File: src/include/nfc_map.svh
// Register offsets, field positions, reset values and constants of the
// flash general configuration block. Definitions only.
`ifndef NFC_MAP_SVH
`define NFC_MAP_SVH

`define NFC_ADDR_W          12
`define NFC_OFF_SP_THR      12'h034
`define NFC_OFF_SP_CORR     12'h03c
`define NFC_OFF_READY       12'h100
`define NFC_OFF_GENERAL     12'h104
`define NFC_OFF_IRQ_STS     12'h110
`define NFC_OFF_IRQ_CLR     12'h114
`define NFC_OFF_IRQ_EN      12'h118

`define NFC_GEN_CE_LSB      24
`define NFC_GEN_RDYPOS_LSB  12
`define NFC_GEN_PFPOS_LSB   8
`define NFC_GEN_WP_BIT      2
`define NFC_GEN_INV_BIT     1
`define NFC_GEN_SCR_BIT     0

`define NFC_RST_SP_THR      7'h00
`define NFC_RST_SP_CORR     7'h00
`define NFC_RST_READY       1'h1
`define NFC_RST_CE          2'h2
`define NFC_RST_RDYPOS      3'h6
`define NFC_RST_PFPOS       3'h0

`define NFC_EVT_THR_BIT     0
`define NFC_EVT_RDY_BIT     1
`define NFC_EVT_W           2

`define NFC_LFSR_TAPS       16'hb400
`define NFC_LFSR_SEED_ALT   16'h0001
`define NFC_BYTE_ONES       8'hff

`endif

File: src/include/nfc_pkg.sv
// Types of the flash general configuration block.
// Relies on nfc_map.svh for the event width and the reset values of spThr, spCorr, flashReady, ceNum, rdyPos and pfPos.
`include "nfc_map.svh"

package nfc_pkg;

    typedef logic [7:0] nfc_byte_t;

    typedef struct packed {
        logic                   pready;
        logic                   pslverr;
        logic [31:0]            prdata;
        logic [6:0]             spThr;
        logic [6:0]             spCorr;
        logic                   flashReady;
        logic [1:0]             ceNum;
        logic [2:0]             rdyPos;
        logic [2:0]             pfPos;
        logic                   wp;
        logic                   inv;
        logic                   scr;
        logic [`NFC_EVT_W-1:0]  irqSts;
        logic [`NFC_EVT_W-1:0]  irqEn;
        logic                   irq;
        logic                   flashWpN;
        logic                   busReady;
        logic                   passFail;
        logic [7:0]             dataOut;
        logic                   dataOutValid;
        logic                   spThrEvt;
    } nfc_state_t;

    typedef struct packed {
        logic [15:0] lfsr;
    } nfc_scr_state_t;

    localparam nfc_state_t NFC_STATE_RST = '{
        pready:       1'b0,
        pslverr:      1'b0,
        prdata:       32'h0000_0000,
        spThr:        `NFC_RST_SP_THR,
        spCorr:       `NFC_RST_SP_CORR,
        flashReady:   `NFC_RST_READY,
        ceNum:        `NFC_RST_CE,
        rdyPos:       `NFC_RST_RDYPOS,
        pfPos:        `NFC_RST_PFPOS,
        wp:           1'b0,
        inv:          1'b0,
        scr:          1'b0,
        irqSts:       2'h0,
        irqEn:        2'h0,
        irq:          1'b0,
        flashWpN:     1'b1,
        busReady:     1'b0,
        passFail:     1'b0,
        dataOut:      8'h00,
        dataOutValid: 1'b0,
        spThrEvt:     1'b0
    };

endpackage

File: src/hw/nfc_scrambler.sv
// Data scramble mask generator: 16-bit LFSR, eight steps per byte.
// Assumes seedLoad comes at least one cycle before a sector's first byte.
`timescale 1ns/1ns
`include "nfc_map.svh"

module nfc_scrambler
(
    input  wire logic          clk_sys,
    input  wire logic          resetn,
    input  wire logic          seedLoad,
    input  wire nfc_pkg::nfc_byte_t sectorNum,
    input  wire logic [23:0]   rowAddr,
    input  wire logic          step,
    output      nfc_pkg::nfc_byte_t mask
);
    import nfc_pkg::*;

    nfc_scr_state_t st_ff;
    nfc_scr_state_t nxt_st;
    logic [15:0]    stage [0:8];
    logic [15:0]    seedRaw;
    logic [15:0]    seed;

    // Sector and row fold together so each sector gets its own sequence
    assign seedRaw = {sectorNum, rowAddr[7:0]} ^ rowAddr[23:8];
    // All-zero state would lock the LFSR
    assign seed    = (seedRaw == 16'h0000) ? `NFC_LFSR_SEED_ALT : seedRaw;

    assign stage[0] = st_ff.lfsr;
    genvar i;
    generate
        for (i = 0; i < 8; i++)
        begin : g_step
            assign stage[i+1] = {stage[i][14:0], ^(stage[i] & `NFC_LFSR_TAPS)};
        end
    endgenerate

    assign mask = st_ff.lfsr[15:8];

    always_comb
    begin
        nxt_st = st_ff;
        if (seedLoad)
        begin
            nxt_st.lfsr = seed;
        end
        else if (step)
        begin
            nxt_st.lfsr = stage[8];
        end
    end

    always_ff @(posedge clk_sys or negedge resetn)
    begin
        if (!resetn)
        begin
            st_ff <= '{lfsr: `NFC_LFSR_SEED_ALT};
        end
        else
        begin
            st_ff <= nxt_st;
        end
    end
endmodule

File: src/hw/nfc_general_config.sv
// Flash general configuration: spare ECC settings, ready status, general
// settings, status bit pick-off, data invert/scramble and event interrupt.
// Assumes an APB master on clk_sys and flash pins synchronous to clk_sys.
`timescale 1ns/1ns
`include "nfc_map.svh"

module nfc_general_config
(
    input  wire logic                      clk_sys,
    input  wire logic                      resetn,
    input  wire logic                      psel,
    input  wire logic                      penable,
    input  wire logic                      pwrite,
    input  wire logic [`NFC_ADDR_W-1:0]    paddr,
    input  wire logic [31:0]               pwdata,
    input  wire logic [3:0]                pstrb,
    output      logic [31:0]               prdata,
    output      logic                      pready,
    output      logic                      pslverr,
    input  wire logic                      flashReadyIn,
    output      logic                      flashWpN,
    input  wire nfc_pkg::nfc_byte_t        flashBusIn,
    input  wire logic                      statusSample,
    output      logic                      busReadyBit,
    output      logic                      passFailBit,
    output      logic [6:0]                spareErrorThreshold,
    output      logic [6:0]                spareCorrectStrength,
    output      logic [1:0]                ceCount,
    input  wire logic                      spareErrValid,
    input  wire logic [6:0]                spareErrCount,
    output      logic                      spareThresholdEvent,
    input  wire logic                      sectorStart,
    input  wire nfc_pkg::nfc_byte_t        sectorNum,
    input  wire logic [23:0]               rowAddr,
    input  wire logic                      dataValid,
    input  wire logic                      dataIsParity,
    input  wire nfc_pkg::nfc_byte_t        dataIn,
    output      nfc_pkg::nfc_byte_t        dataOut,
    output      logic                      dataOutValid,
    output      logic                      irq
);
    import nfc_pkg::*;

    nfc_state_t     st_ff;
    nfc_state_t     nxt_st;
    nfc_byte_t      scrMask;
    logic           setupPhase;
    logic           wrCommit;
    logic           addrHit;
    logic [31:0]    readWord;
    logic [`NFC_EVT_W-1:0] evtSet;
    logic [`NFC_EVT_W-1:0] evtClr;
    logic           thrHit;
    logic           scrStep;

    nfc_scrambler u_scrambler
    (
        .clk_sys   (clk_sys),
        .resetn    (resetn),
        .seedLoad  (sectorStart),
        .sectorNum (sectorNum),
        .rowAddr   (rowAddr),
        .step      (scrStep),
        .mask      (scrMask)
    );

    // Parity bytes never advance the mask, so data sequence stays aligned
    assign scrStep    = dataValid && !dataIsParity && !sectorStart;
    assign setupPhase = psel && penable && !st_ff.pready;
    assign wrCommit   = psel && penable && st_ff.pready && pwrite;

    // Count of k erroneous bits reaches threshold field t when k >= t + 1
    assign thrHit = spareErrValid
        && ({1'b0, spareErrCount} >= ({1'b0, st_ff.spThr} + 8'h01));

    always_comb
    begin
        addrHit  = 1'b1;
        readWord = 32'h0000_0000;
        unique case (paddr)
            `NFC_OFF_SP_THR:
            begin
                readWord[6:0] = st_ff.spThr;
            end
            `NFC_OFF_SP_CORR:
            begin
                readWord[6:0] = st_ff.spCorr;
            end
            `NFC_OFF_READY:
            begin
                readWord[0] = st_ff.flashReady;
            end
            `NFC_OFF_GENERAL:
            begin
                readWord[`NFC_GEN_CE_LSB+1:`NFC_GEN_CE_LSB]         = st_ff.ceNum;
                readWord[`NFC_GEN_RDYPOS_LSB+2:`NFC_GEN_RDYPOS_LSB] = st_ff.rdyPos;
                readWord[`NFC_GEN_PFPOS_LSB+2:`NFC_GEN_PFPOS_LSB]   = st_ff.pfPos;
                readWord[`NFC_GEN_WP_BIT]                           = st_ff.wp;
                readWord[`NFC_GEN_INV_BIT]                          = st_ff.inv;
                readWord[`NFC_GEN_SCR_BIT]                          = st_ff.scr;
            end
            `NFC_OFF_IRQ_STS:
            begin
                readWord[`NFC_EVT_W-1:0] = st_ff.irqSts;
            end
            `NFC_OFF_IRQ_EN:
            begin
                readWord[`NFC_EVT_W-1:0] = st_ff.irqEn;
            end
            `NFC_OFF_IRQ_CLR:
            begin
                readWord = 32'h0000_0000;
            end
            default:
            begin
                addrHit = 1'b0;
            end
        endcase
    end

    always_comb
    begin
        nxt_st = st_ff;
        evtSet = '0;
        evtClr = '0;

        // One wait state: answer and read data are both registered
        nxt_st.pready  = setupPhase;
        nxt_st.pslverr = setupPhase && !addrHit;
        if (setupPhase)
        begin
            nxt_st.prdata = pwrite ? 32'h0000_0000 : readWord;
        end

        if (wrCommit)
        begin
            unique case (paddr)
                `NFC_OFF_SP_THR:
                begin
                    if (pstrb[0])
                    begin
                        nxt_st.spThr = pwdata[6:0];
                    end
                end
                `NFC_OFF_SP_CORR:
                begin
                    if (pstrb[0])
                    begin
                        nxt_st.spCorr = pwdata[6:0];
                    end
                end
                `NFC_OFF_GENERAL:
                begin
                    if (pstrb[3])
                    begin
                        nxt_st.ceNum = pwdata[`NFC_GEN_CE_LSB+1:`NFC_GEN_CE_LSB];
                    end
                    if (pstrb[1])
                    begin
                        nxt_st.rdyPos = pwdata[`NFC_GEN_RDYPOS_LSB+2:`NFC_GEN_RDYPOS_LSB];
                        nxt_st.pfPos  = pwdata[`NFC_GEN_PFPOS_LSB+2:`NFC_GEN_PFPOS_LSB];
                    end
                    if (pstrb[0])
                    begin
                        nxt_st.wp  = pwdata[`NFC_GEN_WP_BIT];
                        nxt_st.inv = pwdata[`NFC_GEN_INV_BIT];
                        nxt_st.scr = pwdata[`NFC_GEN_SCR_BIT];
                    end
                end
                `NFC_OFF_IRQ_CLR:
                begin
                    if (pstrb[0])
                    begin
                        evtClr = pwdata[`NFC_EVT_W-1:0];
                    end
                end
                `NFC_OFF_IRQ_EN:
                begin
                    if (pstrb[0])
                    begin
                        nxt_st.irqEn = pwdata[`NFC_EVT_W-1:0];
                    end
                end
                default:
                begin
                    nxt_st.irqEn = st_ff.irqEn;
                end
            endcase
        end

        // Ready line is synchronous, so one register is enough
        nxt_st.flashReady = flashReadyIn;
        nxt_st.flashWpN   = !nxt_st.wp;

        if (statusSample)
        begin
            nxt_st.busReady = flashBusIn[st_ff.rdyPos];
            nxt_st.passFail = flashBusIn[st_ff.pfPos];
        end

        // Same XOR serves write and read, so the path is its own inverse
        nxt_st.dataOutValid = dataValid;
        if (dataValid)
        begin
            nxt_st.dataOut = dataIn
                ^ (st_ff.inv ? `NFC_BYTE_ONES : 8'h00)
                ^ ((st_ff.scr && !dataIsParity) ? scrMask : 8'h00);
        end

        nxt_st.spThrEvt = thrHit;
        evtSet[`NFC_EVT_THR_BIT] = thrHit;
        evtSet[`NFC_EVT_RDY_BIT] = flashReadyIn && !st_ff.flashReady;
        // Set beats clear when both land together
        nxt_st.irqSts = (st_ff.irqSts & ~evtClr) | evtSet;
        nxt_st.irq    = |(nxt_st.irqSts & nxt_st.irqEn);
    end

    always_ff @(posedge clk_sys or negedge resetn)
    begin
        if (!resetn)
        begin
            st_ff <= NFC_STATE_RST;
        end
        else
        begin
            st_ff <= nxt_st;
        end
    end

    assign prdata               = st_ff.prdata;
    assign pready               = st_ff.pready;
    assign pslverr              = st_ff.pslverr;
    assign flashWpN             = st_ff.flashWpN;
    assign busReadyBit          = st_ff.busReady;
    assign passFailBit          = st_ff.passFail;
    assign spareErrorThreshold  = st_ff.spThr;
    assign spareCorrectStrength = st_ff.spCorr;
    assign ceCount              = st_ff.ceNum;
    assign spareThresholdEvent  = st_ff.spThrEvt;
    assign dataOut              = st_ff.dataOut;
    assign dataOutValid         = st_ff.dataOutValid;
    assign irq                  = st_ff.irq;
endmodule

File: config.mk
export PLATFORM = sky130hd
export DESIGN_NAME = nfc_general_config
export DESIGN_NICKNAME = d
export VERILOG_FILES = /design/src/include/nfc_pkg.sv /design/src/hw/nfc_scrambler.sv /design/src/hw/nfc_general_config.sv
export VERILOG_INCLUDE_DIRS = /design/src /design/src/include
export SDC_FILE = /design/constraint.sdc
export NUM_CORES = 1
export LEC_CHECK = 0
export BUFFER_PORTS_ARGS = -buffer_cell sky130_fd_sc_hd__buf_4
export CAP_MARGIN = 20
export CORE_ASPECT_RATIO = 0.7
export CORE_UTILIZATION = 40
export CTS_CLUSTER_DIAMETER = 60
export CTS_CLUSTER_SIZE = 30
export DETAILED_ROUTE_END_ITERATION = 8
export PLACE_DENSITY = 0.67
export SLEW_MARGIN = 5
export SYNTH_ARGS = -nofsm -noshare
export SYNTH_HDL_FRONTEND = slang
export SYNTH_HIERARCHICAL = 1
export SYNTH_SLANG_ARGS = --single-unit
File: constraint.sdc
create_clock -name clk_sys -period 7.3 [get_ports clk_sys]
set_input_delay 0.365 -clock clk_sys [delete_from_list [all_inputs] [get_ports clk_sys]]
set_output_delay 0.365 -clock clk_sys [all_outputs]
set_load 0.01 [all_outputs]
==> impl_metrics.py <==
metrics = {
    "layout": {
        "finalNonFillerCells": 689,
        "nets": 653,
        "final_core_util_pct": 51.61,
        "final_layout_size_suffix_gt1_share_pct": 40.86,
        "antenna_cells": 0,
        "syn2layout_area_growth_pct": 23.60,
    },
    "sta": {
        "fin_tns_setup_ns": 0,
        "worst_slew_pin_slew_ns": 0.7805,
        "whs_ns": 0.01571,
        "period_needed_ns": 2.701,
        "slew_viol_final": 0,
        "grt_setup_unrepaired": "false",
        "max_clock_freq_mhz": 370.3,
        "max_slew_margin_pct": 47.81,
        "post-route-period-util_pct": 37.00,
        "finalSetupViolations": 0,
        "fin_skew_ns": 0.004585,
        "hold_viol": 0,
    },
    "synth": {
        "yosysTopAreaCellShare_pct": 37.96,
        "synth_top_area_cell": "dfrtp_1",
        "synthAdderAreaFrac_pct": 2.138,
        "syn_avg_cell_area_um2": 10.71,
        "synth_cells": 437,
        "synth-compound-area-share_pct": 8.955,
        "synthArstFlopShare_pct": 100.0,
        "synth_common_cells": "dfrtp_1 (71), buf_4 (65), nand2_1 (35), mux2_2 (32), xnor2_1 (29)",
        "ys_seq_elements": 77,
        "synth-seq-area-share_pct": 41.33,
        "synth_xor_xnor_area_share_pct": 11.09,
        "ys_top_cells_by_area": "dfrtp_1 (38%), buf_4 (10%), mux2_2 (7.7%)",
        "synth_edf_count": 0,
        "yosys.area_share.simple_pct": 11.25,
        "synth.most_common_cell": "dfrtp_1",
        "synth_ff_type": "dfrtp_1",
        "synth_mux_area_share_pct": 12.83,
        "ys_warn_count": 6,
        "synth_cell_type_count": 51,
        "synth_top_family_by_area": "multiplexers",
        "syn_area_mm2": 0.004681,
    },
    "run_status": {
        "status": "completed",
    },
    "clock_network": {
        "cts_buffers": 9,
        "h-tree-depth": 3,
        "clock_latency_ns": 0.32,
        "hold_buffers": 0,
        "tritoncts": "done",
        "cts.clk_slew.worst_paths_ns": 0.06,
        "clock_sinks": 77,
        "postCtsSetupRepairBufs": 0,
        "ctsResizeCount": 0,
        "ctsLongestPathBuffers": 2,
        "root_buffer": "clkbuf_16",
    },
    "power": {
        "switching_share_pct": 25.48,
        "fin_total_pwr_mw": 1.105,
        "p_sw_uw": 281.5,
        "power_frac_seq_pct": 42.5,
        "power_density_mw_per_mm2": 191.0,
        "p_clk_share_pct": 40.4,
        "p_comb_share_pct": 17.1,
        "ir_drop_mv": 0.1130,
        "intPower_uw": 823.3,
        "power.static_leakage_nw": 2.723,
    },
    "floorplanning": {
        "fp.coreArea_mm2": 0.01121,
        "io_pins": 178,
        "die_h_um": 92.51,
        "start_util_pct": 41.75,
        "dieArea_mm2": 0.01215,
        "rows": 32,
        "die_x_um": 131.3,
    },
    "setup_path": {
        "end_kind": "flop",
        "critPathKind": "reg -> reg",
        "cp_max_fo": 6,
        "max_stage_delay_ns": 0.46,
        "critPathTopFamily": "compound AO/OA/AOI/OAI gates",
        "path_buf_inv": 0,
        "critPathSlowestCell": "dfrtp_1",
        "worst_setup_path_start_kind": "flop",
        "cp_data_required_time_ns": 7.50,
        "startpoint": "spareErrorThreshold[1]$_DFFE_PN0P_",
        "path_cells": "ha_1 -> nand3_1 -> nor2_1 -> xnor2_1 -> ha_1 -> and3_1 -> a221o_1 -> o221a_2 -> a21o_1 -> a22o_1",
        "timing.rr.start": "spareErrorThreshold[1]$_DFFE_PN0P_",
        "crit_arrival_ns": 2.91,
        "crit_top_cell": "ha_1",
    },
    "grt": {
        "track_usage_pct": 18.56,
        "first_global_vias": 3411,
        "grt_pass1_wl_mm": 17.58,
        "overflow": 0,
        "grt_max_degree": 78,
        "antenna_found_initial": 0,
    },
    "placed_design": {
        "hpwl_mm": 8.455,
        "routabilityCongestion": 0.8539,
        "dp_cells": 672,
        "port_buffers": 142,
    },
    "drt": {
        "drcViolationCount": 0,
        "via_per_inst": 4.943,
        "wl_mm": 10.99,
        "wire_per_inst_um": 15.96,
        "ant_nets": 0,
        "first_iter_violations": 138,
        "num_vias": 3406,
        "firstDrtPassIters": 4,
    },
    "run": {
        "cap_violations": 0,
    },
    "hold_path": {
        "hp-class": "in -> async",
    },
}
layout by cell type, fill, tap and decap left out, types with 2 or more instances in the layout:
cell        Yosys  layout
and2_1          4       4
nand3_1         9       9
xnor2_1        29      29
dfstp_2         6       6
and3_1          6       6
dfrtp_1        71      71
ha_1            8       8
mux2_4          2       2
mux2i_1        12      12
clkinvlp_4      0       3
nor2_1         12      12
xnor2_2         5       5
a221o_1         2       2
a21o_1          3       3
nor3b_1         4       3
conb_1          1      17
buf_4          65     143
o21ai_0        17      17
mux2_2         32      32
a22o_1         10      10
nor2b_1         5       5
nand2_1        35      35
a211oi_1        2       2
a22oi_1         6       6
a21oi_1        12      12
clkbuf_16       0       9
inv_1           8       8
nand4_1         3       3
nor4_1          3       3
and2_2          2       2
xor2_1         21      21
mux4_2          4       4
o21ai_1         5       5
clkinv_2        0       2
nor3_1          4       4
a31oi_1         2       2
stage by stage:
step | setup slack, ns | area (µm²)
detailed placement | 4.625 | 5464
finish | 4.599 | 5786
global route | 4.437 | 5786
global placement | 4.658 | 5464
floorplan | 4.909 | 4741
CTS | 4.594 | 5766
power groups by stage:
| stage | clock network [mW] | logic, mW | registers (mW) |
|---|---|---|---|
| floorplan | 0 | 0.126 | 0.473 |
| global placement | 0 | 0.183 | 0.477 |
| detailed placement | 0 | 0.187 | 0.477 |
| CTS | 0.459 | 0.188 | 0.470 |
| global route | 0.476 | 0.209 | 0.473 |
| finish | 0.446 | 0.189 | 0.470 |
layout make-up:
class / instances / area (µm²)
clock buffers: 10 / 239.0
clock inverters: 6 / 62.56
fillers: 1013 / 5425
inverters: 8 / 30.03
multi-input cells: 291 / 2235
flip-flops and latches: 77 / 1934
well taps: 153 / 191.4
repair buffers: 144 / 1094
layer usage:
layer  routed length (µm)  track usage (%)  vias to the layer above
li1                     -                -                     1626
met1                 5478            27.01                     1654
met2                 4701            27.30                      119
met3                  744            5.200                        7
met4                   68            3.779                        0
met5                    0                0                        -
logic make-up after synthesis:
kind of cell | count (synthesis)
AND/OR/NAND/NOR | 97
flip-flops | 77
XOR/XNOR | 55
multiplexers | 50
AO/OA/AOI/OAI | 64
adder cells (fa/ha/maj) | 8
buffers and inverters | 85
other | 1
worst paths after layout:
check | end | slack (ns) | cells past startpoint
worst min register to register | flashWpN$_DFF_PN1_ | 0.43 | 1
worst max register to register | irq$_DFF_PN0_ | 4.60 | 10
max in group asynchronous | flashWpN$_DFF_PN1_ | 6.62 | 2
min in group clk_sys | st_ff[29]$_DFF_PN1_ | 0.16 | 1
worst max-delay path | irq$_DFF_PN0_ | 4.60 | 10
worst min-delay path | passFailBit$_DFFE_PN0P_ | 0.02 | 1
state kept, by name, indices dropped and copies added (netlist names):
| signal | cells |
|---|---|
| st_ff | 14 |
| dataOutValid | 1 |
| ceCount | 2 |
| u_scrambler/st_ff | 16 |
| spareErrorThreshold | 7 |
| prdata | 15 |
| flashWpN | 1 |
| irq | 1 |
| spareCorrectStrength | 7 |
| dataOut | 8 |
| spareThresholdEvent | 1 |
| pready | 1 |
| passFailBit | 1 |
| pslverr | 1 |
| busReadyBit | 1 |
No activity file was read; power rests on OpenSTA's default activity.
